$ cat src/hw/hco_defines.svh
// Purpose: Offsets, field positions, reset values and sizes of the
//          hardware cursor overlay.
// Assumes: Indexed display-controller data port, 8-bit registers.
// Notes:   One line per rule below, tag first.
// Function
// - Cursor is 64x64, mask and inversion planes
// - Mask/inversion pair picks colour, pixel or inverse
// - Mask at base, inversion plane base plus 512
// - Two 64-bit line registers reloaded before cursor lines
// - Post-lookup inversion complements full-colour lookup output
// - Height bit 7 moves inversion before lookup
// - Active region X..X+63, Y..Y+height-1
// - Height bits 6-0; zero disables cursor
// - Height register resets to 00h, cursor off
// - Width fixed at 64; padding shows frame buffer
// - Two colours as six 8-bit RW registers
// - Base low holds bits 15-9; bit 0 reserved
// - Base mid holds address bits 23-16
// - Base high holds bits 26-24; upper reserved
// - Planes read MSB first, left-right, top-bottom
// - Registers at indices 29h-32h of data port
`ifndef HCO_DEFINES_SVH
`define HCO_DEFINES_SVH

// Register indices on the data port
`define HCO_IDX_HEIGHT   8'h29
`define HCO_IDX_C0_RED   8'h2A
`define HCO_IDX_C0_GREEN 8'h2B
`define HCO_IDX_C0_BLUE  8'h2C
`define HCO_IDX_C1_RED   8'h2D
`define HCO_IDX_C1_GREEN 8'h2E
`define HCO_IDX_C1_BLUE  8'h2F
`define HCO_IDX_BASE_LOW 8'h30
`define HCO_IDX_BASE_MID 8'h31
`define HCO_IDX_BASE_HI  8'h32

// Field positions
`define HCO_PRE_LUT_BIT  7
`define HCO_HEIGHT_MSB   6
`define HCO_BASE_LOW_LSB 1
`define HCO_BASE_HI_MSB  2

// Reset values and unmapped read value
`define HCO_HEIGHT_RST   8'h00
`define HCO_READ_NONE    8'h00

// Geometry
`define HCO_WIDTH        12'h040
`define HCO_XOR_OFFSET   27'h0000200
`define HCO_LINE_SHIFT   3

`endif

$ cat src/hw/hco_pkg.sv
// Purpose: Types of the hardware cursor overlay.
// Assumes: Constants come from hco_defines.svh.
// Notes:   All state of each module is one packed struct.
package hco_pkg;

    // Fetch sequencer, one-hot
    typedef enum logic [2:0] {
        ST_IDLE = 3'b001,
        ST_MASK = 3'b010,
        ST_INV  = 3'b100
    } hco_fetch_t;

    // Core state
    typedef struct packed {
        logic [7:0]      heightCtl;
        logic [5:0][7:0] colour;
        logic [6:0]      baseLow;
        logic [7:0]      baseMid;
        logic [2:0]      baseHigh;
        logic [7:0]      rdData;
        hco_fetch_t      fetch;
        logic            lineHit;
        logic            memReq;
        logic [26:0]     memAddr;
        logic            s1Valid;
        logic            s1Inside;
        logic [15:0]     s1Idx;
        logic [23:0]     s1Rgb;
        logic            s1Indexed;
        logic [15:0]     lutAddr;
        logic            s2Valid;
        logic            s2Inside;
        logic [1:0]      s2Bits;
        logic [23:0]     s2Rgb;
        logic            s2Indexed;
        logic            s2Pre;
        logic            outValid;
        logic [23:0]     outRgb;
    } hco_core_t;

    // Line store state
    typedef struct packed {
        logic [63:0] maskLine;
        logic [63:0] invLine;
        logic        maskBit;
        logic        invBit;
    } hco_line_t;

endpackage

$ cat src/hw/hco_line_store.sv
// Purpose: Holds one scan line of the mask and inversion planes.
// Assumes: Memory word byte 0 is the lowest address.
// Notes:   Bit 63 of a stored line is the leftmost cursor pixel.
`timescale 1ns/10ps
`include "hco_defines.svh"

module hco_line_store (
    input  wire logic        clk,
    input  wire logic        rst,
    input  wire logic        wrMask,
    input  wire logic        wrInv,
    input  wire logic [63:0] wrData,
    input  wire logic [5:0]  rdCol,
    output logic             maskBit,
    output logic             invBit
);

    hco_pkg::hco_line_t cur;
    hco_pkg::hco_line_t nxt_cur;
    logic [63:0]        ordered;

    // Byte k bit 7 is pixel 8k, bit 0 pixel 8k+7
    genvar p;
    generate
        for (p = 0; p < 64; p = p + 1) begin : g_ord
            assign ordered[63-p] = wrData[8*(p/8) + 7 - (p%8)];
        end
    endgenerate

    // Load a line, read one column per cycle
    always_comb begin
        nxt_cur = cur;
        if (wrMask) begin
            nxt_cur.maskLine = ordered;
        end
        if (wrInv) begin
            nxt_cur.invLine = ordered;
        end
        nxt_cur.maskBit = cur.maskLine[6'h3F - rdCol];
        nxt_cur.invBit  = cur.invLine[6'h3F - rdCol];
    end

    always_ff @(posedge clk) begin
        if (rst) begin
            cur <= '0;
        end else begin
            cur <= nxt_cur;
        end
    end

    assign maskBit = cur.maskBit;
    assign invBit  = cur.invBit;

endmodule

$ cat src/hw/hco_overlay.sv
// Purpose: Hardware cursor overlay on the display pixel stream.
// Assumes: One pixel clock; lookup table reads lutAddr combinationally.
// Notes:   Pixel result appears three clocks after pixValid.
`timescale 1ns/10ps
`include "hco_defines.svh"

module hco_overlay (
    input  wire logic        clk,
    input  wire logic        rst,
    input  wire logic [7:0]  regIndex,
    input  wire logic [7:0]  regWrData,
    input  wire logic        regWrEn,
    input  wire logic        regRdEn,
    output logic      [7:0]  regRdData,
    input  wire logic [11:0] posX,
    input  wire logic [11:0] posY,
    input  wire logic        lineStart,
    input  wire logic [11:0] lineNum,
    output logic             memReq,
    output logic      [26:0] memAddr,
    input  wire logic        memAck,
    input  wire logic [63:0] memData,
    input  wire logic        pixValid,
    input  wire logic [11:0] pixX,
    input  wire logic [15:0] pixIdx,
    input  wire logic [23:0] pixRgb,
    input  wire logic        pixIndexed,
    output logic      [15:0] lutAddr,
    input  wire logic [23:0] lutData,
    output logic             outValid,
    output logic      [23:0] outRgb
);

    hco_pkg::hco_core_t cur;
    hco_pkg::hco_core_t nxt_cur;

    logic        maskBit;
    logic        invBit;
    logic        wrMask;
    logic        wrInv;
    logic [6:0]  height;
    logic        preLut;
    logic [26:0] baseAddr;
    logic [26:0] rowOffset;
    logic [11:0] lineDiff;
    logic        hitV;
    logic [11:0] colX;
    logic        inX;
    logic [23:0] colourZero;
    logic [23:0] colourOne;
    logic [23:0] basePix;

    // Register fields in use
    assign height = cur.heightCtl[`HCO_HEIGHT_MSB:0];
    assign preLut = cur.heightCtl[`HCO_PRE_LUT_BIT];
    assign colourZero = {cur.colour[0], cur.colour[1],
                         cur.colour[2]};
    assign colourOne  = {cur.colour[3], cur.colour[4],
                         cur.colour[5]};

    // Mask plane base from the three base registers
    assign baseAddr = {cur.baseHigh, cur.baseMid, cur.baseLow,
                       9'h000};

    // Vertical hit for the coming line
    assign lineDiff = lineNum - posY;
    assign hitV     = (height != 7'h00)
                    && (lineNum >= posY)
                    && (lineDiff < {5'h00, height});

    // Each plane row is eight bytes
    assign rowOffset = {18'h00000, lineDiff[5:0],
                        3'h0};

    // Horizontal window, always 64 wide
    assign colX = pixX - posX;
    assign inX  = (pixX >= posX)
                && (colX < `HCO_WIDTH);

    // Line loads happen on the memory answer
    assign wrMask = memAck && (cur.fetch == hco_pkg::ST_MASK);
    assign wrInv  = memAck && (cur.fetch == hco_pkg::ST_INV);

    // Mask and inversion line registers
    hco_line_store u_lines (
        .clk     (clk),
        .rst     (rst),
        .wrMask  (wrMask),
        .wrInv   (wrInv),
        .wrData  (memData),
        .rdCol   (colX[5:0]),
        .maskBit (maskBit),
        .invBit  (invBit)
    );

    // Pixel chosen from the lookup or straight from the stream
    assign basePix = cur.s2Indexed ? lutData : cur.s2Rgb;

    // Next state of registers, fetch and pixel pipeline
    always_comb begin
        nxt_cur = cur;

        // Register writes through the indexed data port
        if (regWrEn) begin
            unique case (regIndex)
                `HCO_IDX_HEIGHT: begin
                    nxt_cur.heightCtl = regWrData;
                end
                `HCO_IDX_C0_RED: begin
                    nxt_cur.colour[0] = regWrData;
                end
                `HCO_IDX_C0_GREEN: begin
                    nxt_cur.colour[1] = regWrData;
                end
                `HCO_IDX_C0_BLUE: begin
                    nxt_cur.colour[2] = regWrData;
                end
                `HCO_IDX_C1_RED: begin
                    nxt_cur.colour[3] = regWrData;
                end
                `HCO_IDX_C1_GREEN: begin
                    nxt_cur.colour[4] = regWrData;
                end
                `HCO_IDX_C1_BLUE: begin
                    nxt_cur.colour[5] = regWrData;
                end
                `HCO_IDX_BASE_LOW: begin
                    // Reserved bit 0 is not stored
                    nxt_cur.baseLow =
                        regWrData[7:`HCO_BASE_LOW_LSB];
                end
                `HCO_IDX_BASE_MID: begin
                    nxt_cur.baseMid = regWrData;
                end
                `HCO_IDX_BASE_HI: begin
                    // Reserved bits 7-3 are not stored
                    nxt_cur.baseHigh =
                        regWrData[`HCO_BASE_HI_MSB:0];
                end
                default: begin
                    // Other indices belong to other blocks
                end
            endcase
        end

        // Register reads; value holds until the next read
        if (regRdEn) begin
            unique case (regIndex)
                `HCO_IDX_HEIGHT: begin
                    nxt_cur.rdData = cur.heightCtl;
                end
                `HCO_IDX_C0_RED: begin
                    nxt_cur.rdData = cur.colour[0];
                end
                `HCO_IDX_C0_GREEN: begin
                    nxt_cur.rdData = cur.colour[1];
                end
                `HCO_IDX_C0_BLUE: begin
                    nxt_cur.rdData = cur.colour[2];
                end
                `HCO_IDX_C1_RED: begin
                    nxt_cur.rdData = cur.colour[3];
                end
                `HCO_IDX_C1_GREEN: begin
                    nxt_cur.rdData = cur.colour[4];
                end
                `HCO_IDX_C1_BLUE: begin
                    nxt_cur.rdData = cur.colour[5];
                end
                `HCO_IDX_BASE_LOW: begin
                    nxt_cur.rdData = {cur.baseLow, 1'b0};
                end
                `HCO_IDX_BASE_MID: begin
                    nxt_cur.rdData = cur.baseMid;
                end
                `HCO_IDX_BASE_HI: begin
                    nxt_cur.rdData = {5'h00, cur.baseHigh};
                end
                default: begin
                    nxt_cur.rdData = `HCO_READ_NONE;
                end
            endcase
        end

        // Line fetch: mask word, then inversion word
        unique case (cur.fetch)
            hco_pkg::ST_IDLE: begin
                nxt_cur.memReq = 1'b0;
            end
            hco_pkg::ST_MASK: begin
                if (memAck) begin
                    nxt_cur.fetch   = hco_pkg::ST_INV;
                    nxt_cur.memAddr = cur.memAddr
                                    + `HCO_XOR_OFFSET;
                end
            end
            hco_pkg::ST_INV: begin
                if (memAck) begin
                    nxt_cur.fetch   = hco_pkg::ST_IDLE;
                    nxt_cur.memReq  = 1'b0;
                    nxt_cur.lineHit = 1'b1;
                end
            end
            default: begin
                nxt_cur.fetch  = hco_pkg::ST_IDLE;
                nxt_cur.memReq = 1'b0;
            end
        endcase

        // A new line drops the old one and reloads if the cursor is on it
        if (lineStart) begin
            nxt_cur.lineHit = 1'b0;
            if (hitV) begin
                nxt_cur.fetch   = hco_pkg::ST_MASK;
                nxt_cur.memReq  = 1'b1;
                nxt_cur.memAddr = baseAddr + rowOffset;
            end else begin
                // No line outside the cursor rows or with height zero: cursor hidden
                nxt_cur.fetch  = hco_pkg::ST_IDLE;
                nxt_cur.memReq = 1'b0;
            end
        end

        // Stage 1: capture pixel, line store reads its column
        nxt_cur.s1Valid   = pixValid;
        nxt_cur.s1Inside  = pixValid && inX && cur.lineHit;
        nxt_cur.s1Idx     = pixIdx;
        nxt_cur.s1Rgb     = pixRgb;
        nxt_cur.s1Indexed = pixIndexed;

        // Stage 2: lookup address, inverted first in pre-lookup mode
        if (cur.s1Inside && maskBit && invBit && preLut
            && cur.s1Indexed) begin
            nxt_cur.lutAddr = ~cur.s1Idx;
        end else begin
            nxt_cur.lutAddr = cur.s1Idx;
        end
        nxt_cur.s2Valid   = cur.s1Valid;
        nxt_cur.s2Inside  = cur.s1Inside;
        nxt_cur.s2Bits    = {maskBit, invBit};
        nxt_cur.s2Rgb     = cur.s1Rgb;
        nxt_cur.s2Indexed = cur.s1Indexed;
        nxt_cur.s2Pre     = preLut;

        // Stage 3: combine cursor with the pixel
        nxt_cur.outValid = cur.s2Valid;
        if (!cur.s2Inside) begin
            nxt_cur.outRgb = basePix;
        end else begin
            unique case (cur.s2Bits)
                2'b00: begin
                    nxt_cur.outRgb = colourZero;
                end
                2'b01: begin
                    nxt_cur.outRgb = colourOne;
                end
                2'b10: begin
                    nxt_cur.outRgb = basePix;
                end
                2'b11: begin
                    // Index already inverted in pre-lookup mode
                    if (cur.s2Pre && cur.s2Indexed) begin
                        nxt_cur.outRgb = basePix;
                    end else begin
                        nxt_cur.outRgb = ~basePix;
                    end
                end
            endcase
        end
    end

    // State register; colours and base also cleared for determinism
    always_ff @(posedge clk) begin
        if (rst) begin
            cur           <= '0;
            cur.heightCtl <= `HCO_HEIGHT_RST;
            cur.fetch     <= hco_pkg::ST_IDLE;
        end else begin
            cur <= nxt_cur;
        end
    end

    // Outputs straight from the state register
    assign regRdData = cur.rdData;
    assign memReq    = cur.memReq;
    assign memAddr   = cur.memAddr;
    assign lutAddr   = cur.lutAddr;
    assign outValid  = cur.outValid;
    assign outRgb    = cur.outRgb;

endmodule

$ cat config.mk
export PLATFORM = sky130hd
export DESIGN_NAME = hco_overlay
export DESIGN_NICKNAME = d
export VERILOG_FILES = /design/src/hw/hco_pkg.sv /design/src/hw/hco_line_store.sv /design/src/hw/hco_overlay.sv
export VERILOG_INCLUDE_DIRS = /design/src /design/src/hw
export SDC_FILE = /design/constraint.sdc
export NUM_CORES = 1
export LEC_CHECK = 0
export BUFFER_PORTS_ARGS = -buffer_cell sky130_fd_sc_hd__buf_4
export CAP_MARGIN = 20
export CORE_MARGIN = 5
export CORE_UTILIZATION = 31
export DETAILED_ROUTE_END_ITERATION = 6
export PLACE_DENSITY = 0.5
export SLEW_MARGIN = 20
export SYNTH_ARGS = -nofsm -noshare
export SYNTH_HDL_FRONTEND = slang
export SYNTH_SLANG_ARGS = --single-unit
export TNS_END_PERCENT = 20
$ cat constraint.sdc
create_clock -name clk -period 4 [get_ports clk]
set_clock_uncertainty 0.15 [all_clocks]
set_input_delay 0.4 -clock clk [delete_from_list [all_inputs] [get_ports clk]]
set_output_delay 0.4 -clock clk [all_outputs]
set_load 0.01 [all_outputs]
Word-level counts from Yosys, hierarchy flattened. Cells that the tools add are included.

Register bits after elaboration: 358. Bits in latches: 0. Memory bits (writable): 0. Bits in read-only memories: 0. Bits of input ports: 200. Output and inout port bits: 77. Logic and storage cells: 114. Memories: 0.

Add/sub/neg operators: 5. Multiply operators: 0. Divide/modulo/power cells: 0. $lt $le $gt $ge: 5. Equality and inequality tests: 20. Shifts and indexed selects: 0. Muxes and demuxes: 21. Bitwise logic cells: 2. Reductions and logical operators: 28.

Operator list (count): $pmux 24 s4 (1); $mux 27 (3); $eq 8x6->1 const B (10); $pmux 8 s10 (1); $mux 24 (3); $mux 32 (1); $add 27x10->27 const B (1); $add 27x9->27 (1); $ge 12x12->1 (2); $not 24->24 (1); $reduce_and 2->1 (12); $sub 12x12->12 (2); $mux 16 (1); $not 16->16 (1); $bmux 1 s6 (2); $logic_and 1x1->1 (12); $lt 12x7->1 (1); $lt 12x7->1 const B (1); $pmux 3 s3 (1); $lt 6x7->1 const B (1); $reduce_bool 7->1 (1); $ne 3x3->1 const B (2); $sub 6x6->6 const A (1); $mux 5 (1); 13 further kinds (18).

Logic depth before layout (Yosys ltp).
Word-level depth: 5. Depth in mapped cells: 16. Depth with buffers taken out: 14.

Hierarchy. A second synthesis with hierarchy kept.

Cell total of the unflattened synthesis: 1793. Area total of the unflattened synthesis: 16962.5 um^2.

By module, submodules not included: hco_overlay (instances 1, cells an instance 1298, area each 11292.1 um^2, sequential area each 4504.3 um^2); hco_line_store (instances 1, cells an instance 495, area each 5670.4 um^2, sequential area each 2602.5 um^2).

Worst setup path before layout. No wires, ideal clock.

Path kind: input -> register. Start: in posY[2]. End: reg cur, in the netlist memAddr[13]. Library setup time: 0.121 ns. Data arrival time: 3.138 ns. Data required time: 3.729 ns. Path slack: 0.590 ns. Stages on the path: 14. Buffers on the path: 2. Cells stage by stage: inv_1 > ha_1 > a21oi_1 > nand2_1 > a21o_1 > a21oi_1 > xnor2_1 > ha_1 > a21o_1 > a2111oi_2 > o2111a_1 > buf_6 > buf_12 > mux2_4.

Longest elaborated chain between the ends: 5. Elaborated cells on any way between the ends: 8. Those cells by class: add/sub (2); order compare (2); mux (2); reduce/logical (2).

RTL lines: from (decl) (RTL line hco_overlay.sv:16) `input wire logic [11:0] posY,`; parallel branches: the longest is 3 deep, another holds $add 27x9->27; $mux 27 * (RTL line hco_overlay.sv:213) `if (hitV) begin`; $mux 32 * (RTL line hco_overlay.sv:211) `if (lineStart) begin`; to (signal assigned) (RTL line hco_overlay.sv:279) `cur <= nxt_cur;`; to (decl) (RTL line hco_overlay.sv:34) `hco_pkg::hco_core_t cur;`.

Every way passes the cells marked *. A chain may end at the register's enable or synchronous reset.

Final worst setup path.
Start: in posY[2]. End: reg cur, in the netlist memAddr[12].

Same word-level chain as after synthesis.

==> impl_metrics.toml <==
[run_status]
status = "finished clean"

[timing]
setup_tns_ps = 0
grt_setup_unrepaired = "false"
fmax_ghz = 0.314
slew_viol_final = 0
finalHoldWorstSlack_ps = 41.2
fin_crit_sh = 0.797
setup_viol = 0
period_minus_slack_ps = 3190
worst_pin_slew_ps = 1070
slew_headroom = 0.286
final_hold_viol_count = 0

[floorplanning]
die_w_um = 243
fp.coreArea_sq_um = 53700
rows = 85
fp.dieH_um = 243
io_pins = 277
die_area_sq_um = 58800
initial_core_util = 0.312

[global_route]
antenna_found_initial = 5
track_usage = 0.167
grt-ovfl-total = 0
grt_pass1_vias = 14100
grt_max_degree = 159
grt_pass1_wl_mm = 79.9

[synthesis]
synth_edf_count = 0
ys_types = 74
yosys-top-cells-area = "dfxtp_1 (42%), nand2_1 (8.1%), a21oi_1 (7.4%)"
synthTopCellsByCount = "nand2_1 (362), dfxtp_1 (355), a21oi_1 (247)"
yosysTopAreaCellShare = 0.424
synth_most_common_cell = "nand2_1"
avgSynthCellArea_sq_um = 8.60
syn_area_sq_um = 16800
synth.ff_latch_count = 355
synth_top_area_cell = "dfxtp_1"
synthArstFlopShare = 0
ys_seq_area_frac = 0.424
synth_flop_cell = "dfxtp_1"
syn-instance-count = 1949
ys_warn_count = 0

[power]
power_density_nw_per_um2 = 398
vdd_ir_drop_max_mv = 0.412
p_total_uw = 8480
p_leak_uw = 0.00799
p_switching_uw = 2060
sw_frac_of_total = 0.243
p_seq_frac = 0.428
p_int_uw = 6420
comb_power_share = 0.108
power.share.clock = 0.464

[worst_setup_path]
crit_path_top_delay_cell = "a2111oi_2"
cpPeakStageDelay_ps = 430
critPathRequiredTime_ps = 4300
cp_cell_sequence = "buf_4 -> inv_1 -> ha_1 -> a21oi_1 -> nand2_1 -> a21o_1 -> a21oi_1 -> xnor2_1 -> ha_1 -> a21o_1 -> a2111oi_2 -> o2111a_1 -> buf_12 -> mux2_1"
path_buf_inv = 3
cp-start-kind = "input port"
crit_arrival_ps = 3490
rrSetupSlack_ps = 1070
crit_family = "compound AO/OA/AOI/OAI gates"
critPathMaxFanout = 25
critPathKind = "in2reg"
critPathCaptureType = "flip-flop"

[drt]
wl_per_cell_um = 17.7
first_pass_iters = 5
vias_per_cell = 4.93
drc_errors = 0
drtAntennaViolNets = 0
first_iter_violations = 1023
routed_wl_mm = 51.7
vias = 14400

[clocking]
ctsHtreeMaxLevel = 2
clkLatencyLatePin_ps = 570
postCtsSetupBuffers = 0
clk_pin_slew_worst_paths_ps = 60
clock_path_buffers = 3
cts_tree = "done"
clock_sinks = 355
cts-buffers-inserted = 44
cts_root_buffer = "clkbuf_16"
post_cts_resized = 0

[placement]
dp_hpwl_mm = 35.5
place_congestion = 0.841
dp.cells = 2727
portBuffers = 273

[finish]
layout-drive-gt1-share = 0.195
area_delta_synth_final_pct = 27.2
fin_cells = 2921
seq_area_sq_um = 7110
finish.utilization = 0.397
layout.nets = 2423
fillerInstances = 5353
multiInputGateArea_sq_um = 8350

[run]
cap_violations = 0

[hold_path]
hp-class = "in2reg"
sequential cells by signal, indices dropped and copies added, names as in the netlist:
name             count
baseAddr            18
outRgb              24
outValid             1
regRdData            8
u_lines.maskBit      1
memReq               1
colourOne           24
cur                 85
colourZero          24
memAddr             24
u_lines.invBit       1
u_lines.cur        128
lutAddr             16
worst paths after layout:
| kind | startpoint | cells after the start | end |
|---|---|---|---|
| setup / recovery | posY[2] | 14 | memAddr[12] |
| hold / removal | regWrData[1] | 3 | cur[221] |
| setup reg to reg | cur[221] | 10 | memAddr[12] |
| hold reg to reg | cur[113] | 1 | cur[54] |
per-layer routing:
| layer | up-vias | track usage | wire length (um) | part of all wire |
|---|---|---|---|---|
| li1 | 7094 | - | - | - |
| met2 | 362 | 0.280 | 25200 | 0.49 |
| met4 | 2 | 0.0505 | 1160 | 0.022 |
| met5 | - | 0 | 11 | 0.00021 |
| met3 | 71 | 0.0279 | 2760 | 0.053 |
| met1 | 6859 | 0.221 | 22600 | 0.44 |
tightest hold or removal path, stage by stage:
cell and delay [ps]:
buf_4 170, nand3_1 80, a21oi_1 50
kinds of logic (layout without fill, tap and decap cells):
family / count (synthesis) / in the layout / synth area share
AO/OA/AOI/OAI: 405 / 405 / 0.141
AND/OR/NAND/NOR: 739 / 739 / 0.207
flip-flops: 355 / 355 / 0.424
adder cells (fa/ha/maj): 33 / 33 / 0.0255
buffers and inverters: 259 / 529 / 0.0789
multiplexers: 117 / 117 / 0.103
XOR/XNOR: 40 / 40 / 0.0209
other: 1 / 7 / 0.000224
cell type report:
| class | count | share of cell area |
|---|---|---|
| multi-input combinational | 1337 | 0.392 |
| sequential | 355 | 0.333 |
| timing repair buffer | 409 | 0.159 |
| clock buffer | 63 | 0.0588 |
| tap | 696 | 0.0408 |
| clock inverter | 14 | 0.00780 |
| inverter | 43 | 0.00757 |
| antenna | 4 | 0.000469 |
power by group through the flow:
| stage | Sequential, uW | Clock [uW] | Combinational [uW] |
|---|---|---|---|
| 3_3_place_gp | 3710 | 0 | 816 |
| 5_1_grt | 3640 | 4210 | 999 |
| 2_1_floorplan | 3690 | 0 | 522 |
| 4_1_cts | 3630 | 4060 | 920 |
| 3_5_place_dp | 3710 | 0 | 824 |
| 6_report | 3630 | 3930 | 917 |
stage by stage:
| stage | instance area, sq um | setup slack [ps] |
|---|---|---|
| global placement | 18800 | 294 |
| global route | 21300 | 625 |
| CTS | 21300 | 848 |
| floorplan | 16800 | 590 |
| detailed placement | 18800 | 248 |
| finish | 21300 | 814 |
cell usage in the layout (no fill, tap or decap), types with 6 or more instances in the layout:
cell type / n
a211oi_1: 9
a21o_1: 9
a21oi_1: 247
a22o_1: 6
a22oi_1: 19
and3_1: 6
buf_4: 292
clkbuf_1: 12
clkbuf_16: 45
clkbuf_8: 6
clkinv_2: 8
dfxtp_1: 355
dlygate4sd3_1: 113
ha_1: 30
inv_1: 43
mux2_4: 14
mux2i_1: 60
mux4_2: 38
nand2_1: 362
nand2b_1: 23
nand3_1: 106
nand4_1: 9
nor2_1: 77
nor2b_1: 106
nor3_1: 12
o21ai_0: 36
o21ai_1: 8
o22ai_1: 25
or3_1: 8
xnor2_1: 9
xor2_1: 31
timing repair:
| item | in CTS | in global routing |
|---|---|---|
| hold endpoints to repair | 207 | 0 |
| hold buffers | 113 | 0 |
| endpoints found under the setup margin | 0 | 0 |
Note: power is estimated with default switching activity, not from simulation.
